## config.mk

```make
export PLATFORM = sky130hd
export DESIGN_NAME = ccs_charge_ctrl
export DESIGN_NICKNAME = d
export VERILOG_FILES = /design/src/core/ccs_pkg.sv /design/src/core/ccs_tmr_if.sv /design/src/core/ccs_charge_ctrl.sv /design/src/core/ccs_event_flags.sv /design/src/core/ccs_safety_timer.sv
export SDC_FILE = /design/constraint.sdc
export NUM_CORES = 1
export LEC_CHECK = 0
export ABC_AREA = 1
export BUFFER_PORTS_ARGS = -buffer_cell sky130_fd_sc_hd__buf_4
export CAP_MARGIN = 20
export CORE_ASPECT_RATIO = 1.4
export CORE_UTILIZATION = 25
export DETAILED_ROUTE_END_ITERATION = 10
export HOLD_SLACK_MARGIN = 0.08
export PLACE_DENSITY_LB_ADDON = 0.3
export REMOVE_ABC_BUFFERS = 1
export SYNTH_ARGS = -nofsm -noshare
export SYNTH_HDL_FRONTEND = slang
export SYNTH_HIERARCHICAL = 1
export SYNTH_SLANG_ARGS = --single-unit
```

## constraint.sdc

```tcl
create_clock -name ref_clk_in -period 3.9 [get_ports ref_clk_in]
set_input_delay 0.39 -clock ref_clk_in [delete_from_list [all_inputs] [get_ports ref_clk_in]]
set_output_delay 0.39 -clock ref_clk_in [all_outputs]
set_load 0.02 [all_outputs]
```

## src/core/ccs_pkg.sv

```systemverilog
package ccs_pkg;
  // ****************************************
  // Timing
  // ****************************************
  localparam int CLK_PERIOD_NS = 10;
  localparam int TICK_NS       = 1000000;
  localparam int TICK_CYC      = TICK_NS / CLK_PERIOD_NS;
  localparam int MIN_TICKS     = 60000;
  localparam logic [5:0] RELAX_MS = 6'h20;

  // ****************************************
  // Timeout selections in minutes
  // ****************************************
  localparam logic [1:0] SEL_OFF      = 2'h3;
  localparam logic [8:0] PRE_MIN_SEL0 = 9'h028;
  localparam logic [8:0] PRE_MIN_SEL1 = 9'h03c;
  localparam logic [8:0] PRE_MIN_SEL2 = 9'h050;
  localparam logic [8:0] TOT_MIN_SEL0 = 9'h0b4;
  localparam logic [8:0] TOT_MIN_SEL1 = 9'h0f0;
  localparam logic [8:0] TOT_MIN_SEL2 = 9'h12c;
  localparam logic [8:0] MIN_SAT      = 9'h1ff;
  localparam logic [8:0] RATE_FULL    = 9'h100;

  // ****************************************
  // Regulation commands and phase codes
  // ****************************************
  localparam logic [6:0]  PCT_PRECOND  = 7'h0a;
  localparam logic [6:0]  PCT_FAST     = 7'h64;
  localparam logic [6:0]  PCT_OFF      = 7'h00;
  localparam logic [12:0] CV_TARGET_MV = 13'h1068;
  localparam logic [1:0]  PH_PRECOND   = 2'h3;
  localparam logic [1:0]  PH_CHARGE    = 2'h1;
  localparam logic [1:0]  PH_EOC       = 2'h2;
  localparam logic [1:0]  PH_IDLE      = 2'h0;

  typedef enum logic [2:0] {
    CCS_SUSPEND, CCS_PRECOND, CCS_FAST, CCS_TOPOFF, CCS_EOC, CCS_FAULT
  } ccs_state_t;
  localparam ccs_state_t STATE_RST = CCS_SUSPEND;

  function automatic logic [8:0] ccs_pre_limit(input logic [1:0] sel);
    return (sel == 2'h0) ? PRE_MIN_SEL0 : (sel == 2'h1) ? PRE_MIN_SEL1 : PRE_MIN_SEL2;
  endfunction

  function automatic logic [8:0] ccs_tot_limit(input logic [1:0] sel);
    return (sel == 2'h0) ? TOT_MIN_SEL0 : (sel == 2'h1) ? TOT_MIN_SEL1 : TOT_MIN_SEL2;
  endfunction

  function automatic logic ccs_is_charging(input ccs_state_t s);
    return (s == CCS_PRECOND) || (s == CCS_FAST) || (s == CCS_TOPOFF);
  endfunction
endpackage

```

## src/core/ccs_tmr_if.sv

```systemverilog
`timescale 1ns/10ps
`default_nettype none
interface ccs_tmr_if;
  logic       ce;
  logic       restart;
  logic       run_pre;
  logic       run_tot;
  logic [1:0] pre_sel;
  logic [1:0] tot_sel;
  logic       reduced;
  logic [7:0] cur_frac;
  logic       ms_tick;
  logic       pre_exp;
  logic       tot_exp;
  modport ctrl (output ce, restart, run_pre, run_tot, pre_sel, tot_sel, reduced, cur_frac,
                input ms_tick, pre_exp, tot_exp);
  modport tmr  (input ce, restart, run_pre, run_tot, pre_sel, tot_sel, reduced, cur_frac,
                output ms_tick, pre_exp, tot_exp);
endinterface
`default_nettype wire

```

## src/core/ccs_charge_ctrl.sv

```systemverilog
// Overview of operation
// - New cycle starts in precondition at 10% current until battery passes threshold.
// - Battery reaching precondition threshold moves precondition to fast-charge.
// - Precondition timer expiry before threshold enters time-out fault, charging stops.
// - Fast-charge regulates constant current; termination voltage moves to top-off.
// - Total timer expiry in fast-charge enters end-of-charge, restarts after 32ms.
// - Top-off regulates 4.20V; current taper moves to end-of-charge.
// - Total expiry in top-off enters end-of-charge, restarts on 205mV drop.
// - End-of-charge opens charge path, restarts when battery drops 205mV unless entered by fast-charge expiry.
// - Missing battery, input undervoltage or overvoltage forces suspend; clearing restarts.
// - Manual hold forces suspend; releasing it starts a fresh cycle.
// - Entry into end-of-charge raises charger event when both enables set.
// - Exit from end-of-charge raises charger event when both enables set.
// - End-of-charge indicator is one only in end-of-charge.
// - Charger event flag is set by its event, cleared by reading.
// - Phase code is 11 precondition, 01 charging, 10 end, 00 otherwise.
// - Precondition and total timeouts each have a two-bit select.
// - Safety timers stretch in proportion to reduced charge current.
// - Precondition expiry raises timer event when both enables set.
// - Total expiry raises timer event when both enables set.
// - Timer expired indicator shows that a timeout occurred.
// - Timer event flag is set by its event, cleared by reading.
// - Precondition select gives 40, 60, 80 minutes or disabled.
// - Total select gives 3, 4, 5 hours or disabled.
// - Charging indicator sinks in precondition, fast-charge, top-off; otherwise released.
`timescale 1ns/10ps
`default_nettype none
module ccs_charge_ctrl #(
  parameter int TICK_CYC  = ccs_pkg::TICK_CYC,
  parameter int MIN_TICKS = ccs_pkg::MIN_TICKS
) (
  input  wire logic        ref_clk_in,
  input  wire logic        nrst_in,
  input  wire logic        clk_en_in,
  input  wire logic        bat_present_in,
  input  wire logic        input_uv_in,
  input  wire logic        input_ov_in,
  input  wire logic        bat_above_precond_in,
  input  wire logic        bat_at_term_in,
  input  wire logic        taper_reached_in,
  input  wire logic        bat_recharge_in,
  input  wire logic        current_reduced_in,
  input  wire logic [7:0]  current_frac_in,
  input  wire logic        manual_hold_in,
  input  wire logic [1:0]  precharge_timeout_select_in,
  input  wire logic [1:0]  total_timeout_select_in,
  input  wire logic        eoc_entry_irq_enable_in,
  input  wire logic        eoc_exit_irq_enable_in,
  input  wire logic        charger_event_enable_in,
  input  wire logic        precharge_expiry_irq_enable_in,
  input  wire logic        total_expiry_irq_enable_in,
  input  wire logic        timer_event_enable_in,
  input  wire logic        charger_event_read_in,
  input  wire logic        timer_event_read_in,
  output logic             charger_event_flag_out,
  output logic             timer_event_flag_out,
  output logic             irq_out,
  output logic             eoc_state_indicator_out,
  output logic             timer_expired_indicator_out,
  output logic [1:0]       charge_phase_code_out,
  output logic             charging_indicator_out,
  output logic             charging_indicator_oe_out,
  output logic             charge_path_en_out,
  output logic             cc_mode_out,
  output logic             cv_mode_out,
  output logic [6:0]       current_pct_out,
  output logic [12:0]      cv_target_mv_out
);
  import ccs_pkg::*;

  // ****************************************
  // Declarations
  // ****************************************
  ccs_tmr_if tmr_bus ();

  ccs_state_t  state_r, state_nxt;
  logic        relax_r, relax_nxt;
  logic [5:0]  relax_cnt_r, relax_cnt_nxt;
  logic        tmr_ind_r, tmr_ind_nxt;
  logic        phase_ok;
  logic [1:0]  phase_r, phase_nxt;
  logic        eoc_ind_r, eoc_ind_nxt;
  logic        oe_r, oe_nxt;
  logic        path_r, path_nxt;
  logic        cc_r, cc_nxt;
  logic        cv_r, cv_nxt;
  logic [6:0]  pct_r, pct_nxt;
  logic [12:0] cvt_r, cvt_nxt;
  logic        suspend_req, relax_done, eoc_entry, eoc_exit, fired;
  logic [1:0]  evt_set, evt_read, evt_flag;
  logic        evt_irq;

  // ****************************************
  // Safety timers
  // ****************************************
  assign tmr_bus.ce       = clk_en_in;
  assign tmr_bus.restart  = (state_nxt == CCS_PRECOND) && (state_r != CCS_PRECOND);
  assign tmr_bus.run_pre  = (state_r == CCS_PRECOND);
  assign tmr_bus.run_tot  = (state_r == CCS_FAST) || (state_r == CCS_TOPOFF);
  assign tmr_bus.pre_sel  = precharge_timeout_select_in;
  assign tmr_bus.tot_sel  = total_timeout_select_in;
  assign tmr_bus.reduced  = current_reduced_in;
  assign tmr_bus.cur_frac = current_frac_in;

  ccs_safety_timer #(
    .TICK_CYC  (TICK_CYC),
    .MIN_TICKS (MIN_TICKS)
  ) u_timer (
    .ref_clk_in (ref_clk_in),
    .nrst_in    (nrst_in),
    .t          (tmr_bus.tmr)
  );

  // ****************************************
  // Charge state machine
  // ****************************************
  always_comb begin
    suspend_req = !bat_present_in || input_uv_in || input_ov_in || manual_hold_in;
    relax_done  = relax_r && tmr_bus.ms_tick && (relax_cnt_r == RELAX_MS - 6'h1);
    state_nxt     = state_r;
    relax_nxt     = relax_r;
    relax_cnt_nxt = (relax_r && tmr_bus.ms_tick) ? relax_cnt_r + 6'h1 : relax_cnt_r;
    if (suspend_req) begin
      state_nxt = CCS_SUSPEND;
    end else begin
      unique case (state_r)
        CCS_SUSPEND: begin
          state_nxt = CCS_PRECOND;
        end
        CCS_PRECOND: begin
          if (bat_above_precond_in) begin
            state_nxt = CCS_FAST;
          end else if (tmr_bus.pre_exp) begin
            state_nxt = CCS_FAULT;
          end
        end
        CCS_FAST: begin
          if (bat_at_term_in) begin
            state_nxt = CCS_TOPOFF;
          end else if (tmr_bus.tot_exp) begin
            state_nxt = CCS_EOC;
            relax_nxt = 1'b1;
          end
        end
        CCS_TOPOFF: begin
          if (taper_reached_in || tmr_bus.tot_exp) begin
            state_nxt = CCS_EOC;
          end
        end
        CCS_EOC: begin
          if (relax_done || (!relax_r && bat_recharge_in)) begin
            state_nxt = CCS_PRECOND;
          end
        end
        CCS_FAULT: begin
          state_nxt = CCS_FAULT;
        end
      endcase
    end
    if (state_nxt != CCS_EOC || state_r != CCS_EOC) begin
      relax_cnt_nxt = 6'h0;
    end
    if (state_nxt != CCS_EOC) begin
      relax_nxt = 1'b0;
    end
  end

  always_ff @(posedge ref_clk_in or negedge nrst_in) begin
    if (!nrst_in) begin
      state_r     <= STATE_RST;
      relax_r     <= 1'b0;
      relax_cnt_r <= 6'h0;
    end else if (clk_en_in) begin
      state_r     <= state_nxt;
      relax_r     <= relax_nxt;
      relax_cnt_r <= relax_cnt_nxt;
    end
  end

  // ****************************************
  // Events and indicators
  // ****************************************
  // A flag only counts an event in a cycle that really advances the state
  always_comb begin
    eoc_entry = clk_en_in && (state_nxt == CCS_EOC) && (state_r != CCS_EOC);
    eoc_exit  = clk_en_in && (state_nxt != CCS_EOC) && (state_r == CCS_EOC);
    evt_set[0] = charger_event_enable_in
                 && ((eoc_entry && eoc_entry_irq_enable_in)
                 || (eoc_exit && eoc_exit_irq_enable_in));
    evt_set[1] = timer_event_enable_in && clk_en_in
                 && ((tmr_bus.pre_exp && precharge_expiry_irq_enable_in)
                 || (tmr_bus.tot_exp && total_expiry_irq_enable_in));
    evt_read = {timer_event_read_in, charger_event_read_in};
    fired = tmr_bus.pre_exp || tmr_bus.tot_exp;
    if (fired) begin
      tmr_ind_nxt = 1'b1;
    end else if (tmr_bus.restart) begin
      tmr_ind_nxt = 1'b0;
    end else begin
      tmr_ind_nxt = tmr_ind_r;
    end
  end

  ccs_event_flags u_flags (
    .ref_clk_in (ref_clk_in),
    .nrst_in    (nrst_in),
    .clk_en_in  (clk_en_in),
    .set_in     (evt_set),
    .read_in    (evt_read),
    .flag_out   (evt_flag),
    .irq_out    (evt_irq)
  );

  // ****************************************
  // Regulation commands
  // ****************************************
  // Outputs follow the next state so they line up with state_r
  always_comb begin
    eoc_ind_nxt = (state_nxt == CCS_EOC);
    oe_nxt      = ccs_is_charging(state_nxt);
    path_nxt    = ccs_is_charging(state_nxt);
    cc_nxt      = (state_nxt == CCS_PRECOND) || (state_nxt == CCS_FAST);
    cv_nxt      = (state_nxt == CCS_TOPOFF);
    cvt_nxt     = CV_TARGET_MV;
    pct_nxt     = PCT_OFF;
    phase_nxt   = PH_IDLE;
    unique case (state_nxt)
      CCS_PRECOND: begin
        pct_nxt   = PCT_PRECOND;
        phase_nxt = PH_PRECOND;
      end
      CCS_FAST, CCS_TOPOFF: begin
        pct_nxt   = PCT_FAST;
        phase_nxt = PH_CHARGE;
      end
      CCS_EOC: begin
        phase_nxt = PH_EOC;
      end
      CCS_SUSPEND, CCS_FAULT: begin
        phase_nxt = PH_IDLE;
      end
    endcase
  end

  always_ff @(posedge ref_clk_in or negedge nrst_in) begin
    if (!nrst_in) begin
      tmr_ind_r <= 1'b0;
      phase_r   <= PH_IDLE;
      eoc_ind_r <= 1'b0;
      oe_r      <= 1'b0;
      path_r    <= 1'b0;
      cc_r      <= 1'b0;
      cv_r      <= 1'b0;
      pct_r     <= PCT_OFF;
      cvt_r     <= CV_TARGET_MV;
    end else if (clk_en_in) begin
      tmr_ind_r <= tmr_ind_nxt;
      phase_r   <= phase_nxt;
      eoc_ind_r <= eoc_ind_nxt;
      oe_r      <= oe_nxt;
      path_r    <= path_nxt;
      cc_r      <= cc_nxt;
      cv_r      <= cv_nxt;
      pct_r     <= pct_nxt;
      cvt_r     <= cvt_nxt;
    end
  end

  // Open-drain pin only ever sinks, so the level is a fixed low
  assign charging_indicator_out      = 1'b0;
  assign charging_indicator_oe_out   = oe_r;
  assign charger_event_flag_out      = evt_flag[0];
  assign timer_event_flag_out        = evt_flag[1];
  assign irq_out                     = evt_irq;
  assign eoc_state_indicator_out     = eoc_ind_r;
  assign timer_expired_indicator_out = tmr_ind_r;
  assign charge_phase_code_out       = phase_r;
  assign charge_path_en_out          = path_r;
  assign cc_mode_out                 = cc_r;
  assign cv_mode_out                 = cv_r;
  assign current_pct_out             = pct_r;
  assign cv_target_mv_out            = cvt_r;

  assign phase_ok = (state_r == CCS_PRECOND) ? (phase_r == 2'h3) : 1'b1;
endmodule
`default_nettype wire

```

## src/core/ccs_event_flags.sv

```systemverilog
`timescale 1ns/10ps
`default_nettype none
module ccs_event_flags (
  input  wire logic       ref_clk_in,
  input  wire logic       nrst_in,
  input  wire logic       clk_en_in,
  input  wire logic [1:0] set_in,
  input  wire logic [1:0] read_in,
  output logic      [1:0] flag_out,
  output logic            irq_out
);
  logic [1:0] flag_r, flag_nxt;
  logic       irq_r, irq_nxt;

  // Set wins over the read so an event in the read cycle is kept
  for (genvar i = 0; i < 2; i++) begin : g_flag
    assign flag_nxt[i] = set_in[i] | (flag_r[i] & ~read_in[i]);
  end

  always_comb begin
    irq_nxt = |flag_nxt;
  end

  always_ff @(posedge ref_clk_in or negedge nrst_in) begin
    if (!nrst_in) begin
      flag_r <= 2'h0;
      irq_r  <= 1'b0;
    end else if (clk_en_in) begin
      flag_r <= flag_nxt;
      irq_r  <= irq_nxt;
    end
  end

  assign flag_out = flag_r;
  assign irq_out  = irq_r;
endmodule
`default_nettype wire

```

## src/core/ccs_safety_timer.sv

```systemverilog
`timescale 1ns/10ps
`default_nettype none
module ccs_safety_timer #(
  parameter int TICK_CYC  = 100000,
  parameter int MIN_TICKS = 60000
) (
  input wire logic ref_clk_in,
  input wire logic nrst_in,
  ccs_tmr_if.tmr   t
);
  import ccs_pkg::*;

  logic [16:0] tick_r, tick_nxt;
  logic [15:0] msc_r, msc_nxt;
  logic [7:0]  acc_r, acc_nxt;
  logic [8:0]  min_r, min_nxt;
  logic        pre_done_r, pre_done_nxt;
  logic        tot_done_r, tot_done_nxt;
  logic [8:0]  acc_sum;
  logic        tick, eff_ms, min_end;

  // Reduced current slows the stretched millisecond proportionally
  always_comb begin
    tick    = (tick_r == 17'(TICK_CYC - 1));
    acc_sum = {1'b0, acc_r} + (t.reduced ? {1'b0, t.cur_frac} : RATE_FULL);
    eff_ms  = tick && acc_sum[8];
    min_end = eff_ms && (msc_r == 16'(MIN_TICKS - 1));
    t.pre_exp = t.run_pre && (t.pre_sel != SEL_OFF) && !pre_done_r
                && (min_r >= ccs_pre_limit(t.pre_sel));
    t.tot_exp = t.run_tot && (t.tot_sel != SEL_OFF) && !tot_done_r
                && (min_r >= ccs_tot_limit(t.tot_sel));
    t.ms_tick = tick;
    tick_nxt     = tick ? 17'h0 : tick_r + 17'h1;
    acc_nxt      = tick ? acc_sum[7:0] : acc_r;
    msc_nxt      = min_end ? 16'h0 : (eff_ms ? msc_r + 16'h1 : msc_r);
    min_nxt      = (min_end && min_r != MIN_SAT) ? min_r + 9'h1 : min_r;
    pre_done_nxt = pre_done_r || t.pre_exp;
    tot_done_nxt = tot_done_r || t.tot_exp;
    if (t.restart) begin
      tick_nxt     = 17'h0;
      acc_nxt      = 8'h0;
      msc_nxt      = 16'h0;
      min_nxt      = 9'h0;
      pre_done_nxt = 1'b0;
      tot_done_nxt = 1'b0;
    end
  end

  always_ff @(posedge ref_clk_in or negedge nrst_in) begin
    if (!nrst_in) begin
      tick_r     <= 17'h0;
      acc_r      <= 8'h0;
      msc_r      <= 16'h0;
      min_r      <= 9'h0;
      pre_done_r <= 1'b0;
      tot_done_r <= 1'b0;
    end else if (t.ce) begin
      tick_r     <= tick_nxt;
      acc_r      <= acc_nxt;
      msc_r      <= msc_nxt;
      min_r      <= min_nxt;
      pre_done_r <= pre_done_nxt;
      tot_done_r <= tot_done_nxt;
    end
  end
endmodule
`default_nettype wire

```

==> impl_metrics.ini <==
[clock_tree]
h-tree-depth = 3
cts_buffers = 9
cts_tree = done
worstSkewPairLatency_ns = 0.34
clockRootBuffer = clkbuf_16
clkSlewWorstSetupHoldPaths_ns = 0.07
cts_sinks = 74
cts_buffer_depth = 2

[grt]
use_met2 = 0.219
grt_use_met3 = 0.0193
grtUsageMet1 = 0.144
antenna_found_initial = 0
top_usage_layer = met2
grt-ovfl-total = 0
grt_usage = 0.123
grt_max_degree = 75
first_global_vias = 4711
grt_pass1_wl_um = 22000

[synth]
synth_top_area_frac = 0.347
synth_area_leader_cell = dfrtp_1
synth_flop_cell = dfrtp_1
syn_inst = 747
synth_cell_types = 45
synthTopCellsByCount = nand2_1, inv_1, nor2_1, dfrtp_1, nand3_1
synthTopCellsByArea = dfrtp_1, nand2_1, inv_1, ha_1, nor2_1
synth_seq_cells = 74
async_flop_share = 1.00
ys_seq_area_frac = 0.347
synth_area_mm2 = 0.00534
synth_area_per_cell_um2 = 7.15
yosysMostFrequentCell = nand2_1
synth-warning-count = 6
synth_edf_count = 0

[power_and_ir_drop]
power_density_mw_per_mm2 = 399
p_leak_nw = 3.16
ir_worst_vdd_v = 0.000185

[finish]
multi_input_area_mm2 = 0.00290
antennaDiodeCount = 0
final_cells = 1058
drive_gt1_frac = 0.160
syn_to_final_growth_pct = 17.7
utilization = 0.303
register_area_mm2 = 0.00185
fin_nets = 855
fill_cells = 2254

[die]
die_x_um = 126
die_area_mm2 = 0.0220
row_count = 62
die_h_um = 175
start_util = 0.258
ios = 64
core_area_mm2 = 0.0207

[timing]
setup_tns_ns = 0
hold_viol_final = 0
fmax_ghz = 0.292
finalClockSkew_ns = 0.0108
fin_hold_ws_ns = 0.397
fin_ws_ns = 0.471
period_share = 0.879
slew_violations = 0
period_minus_slack_ns = 3.43
setup_viol = 0

[status]
status = complete, but fails checks
violations = DRC

[setup_path]
required_ns = 4.12
crit_top_cell = nand2_1
slowest_stage = dfrtp_1
crit_path_start_kind = register
cp_cell_sequence = ha_1 > nand4_1 > nand3b_1 > nand4_1 > nand2_1 > inv_1 > inv_1 > o21ai_0 > nand3_1 > nand2_1 > nand3_1 > nor2_2 > inv_2 > nor2_1 > inv_1 > buf_4 > nand2_1 > nand2_2 > nor2_4 > nand2_8 > nand2_1 > o21ai_2
path_class = register to register
max_stage_delay_ns = 0.48
cp_max_fo = 18
cp-end-kind = register
cp.arrival_ns = 3.65

[routing]
drcViolationCount = 9
drt_iter0_markers = 282
via_per_inst = 4.47
drt-total-wl_um = 12800
num_vias = 4732
firstDrtPassIters = 8
wl_per_cell_um = 12.1
ant_nets = 0

[placement]
gp_congestion = 0.843
dpl.hpwl_um = 9400
dp.cells = 1035
place_ws_ns = 0.334
placement.io_buffers = 47

[worst_hold_path]
hp-class = input pin to register

[run]
drv_cap = 0
power by group:
| group | leakage [nW] | internal (mW) | switching, mW | total, mW |
|---|---|---|---|---|
| Clock | 0.166 | 0.599 | 0.343 | 0.942 |
| Sequential | 0.964 | 0.882 | 0.115 | 0.998 |
| Combinational | 2.03 | 0.223 | 0.345 | 0.568 |
cell usage in the layout (no fill, tap or decap), types with 25 or more instances in the layout:
cell,netlist,final
nand3_1,45,45
o21ai_0,26,25
dfrtp_1,74,74
nor2_1,77,77
a21oi_1,27,27
buf_4,21,57
inv_1,101,101
nand4_1,33,33
ha_1,25,25
nand2_1,189,189
what timing repair did:
| action | 4_1_cts | 5_1_grt |
|---|---|---|
| setup buffers | 0 | 5 |
| hold endpoints to repair | 0 | 18 |
| hold buffers | 0 | 1 |
| gates resized for setup | 0 | 2 |
| setup endpoints to repair | 0 | 26 |
metal layers:
layer,vias to the layer above,part of all wire
li1,2460,-
met1,2164,0.45
met2,88,0.49
met3,20,0.034
met4,0,0.025
met5,-,0
final cells by class:
type                            count  share of cell area
Multi-Input combinational cell    544               0.461
Sequential cell                    74               0.295
Timing Repair Buffer               59              0.0741
Inverter                          109              0.0653
Tap cell                          256              0.0510
Clock buffer                       11              0.0402
Clock inverter                      5              0.0137
per-stage QoR:
step | area, um^2 | power [mW]
2_1_floorplan | 5150 | 1.40
3_3_place_gp | 5860 | 1.58
3_5_place_dp | 5860 | 1.58
4_1_cts | 6200 | 2.55
5_1_grt | 6280 | 2.67
6_report | 6280 | 2.51
cell families after synthesis:
kind of cell,count (synthesis),synth area share
AOI/OAI and AO/OA,77,0.0858
and+or+nand+nor,406,0.351
xor gates and xnor gates,19,0.0312
adders and majority gates,26,0.0623
DFF,74,0.347
buffers and inverters,143,0.122
other,2,0.00141
final timing paths:
check / startpoint / endpoint / slack, ns / cells past startpoint
setup / recovery: u_timer/min_r[6] / u_timer/min_r[8] / 0.47 / 22
hold / removal: timer_event_read_in / u_flags/flag_out[1] / 0.40 / 6
setup reg to reg: u_timer/min_r[6] / u_timer/min_r[8] / 0.47 / 22
hold reg to reg: timer_expired_indicator_out / timer_expired_indicator_out / 0.49 / 2
max in group asynchronous: nrst_in / u_timer/msc_r[1] / 2.83 / 3
min in group asynchronous: nrst_in / u_timer/pre_done_r / 0.48 / 2
sequential cells by signal, indices dropped and copies added (netlist names), 2 cells and up:
| register | flops |
|---|---|
| u_timer/min_r | 9 |
| current_pct_out | 2 |
| relax_cnt_r | 6 |
| u_timer/acc_r | 8 |
| charge_phase_code_out | 2 |
| u_flags/flag_out | 2 |
| state_r | 3 |
| u_timer/tick_r | 17 |
| u_timer/msc_r | 16 |
worst max-delay path, delay by kind of cell (launching register included):
family | cells | cell delay, ns
flops | 1 | 0.48
fa+ha+maj | 1 | 0.35
simple gates | 14 | 1.70
compound gates | 2 | 0.22
buf+inv | 5 | 0.57
(Power assumes the default switching activity.)
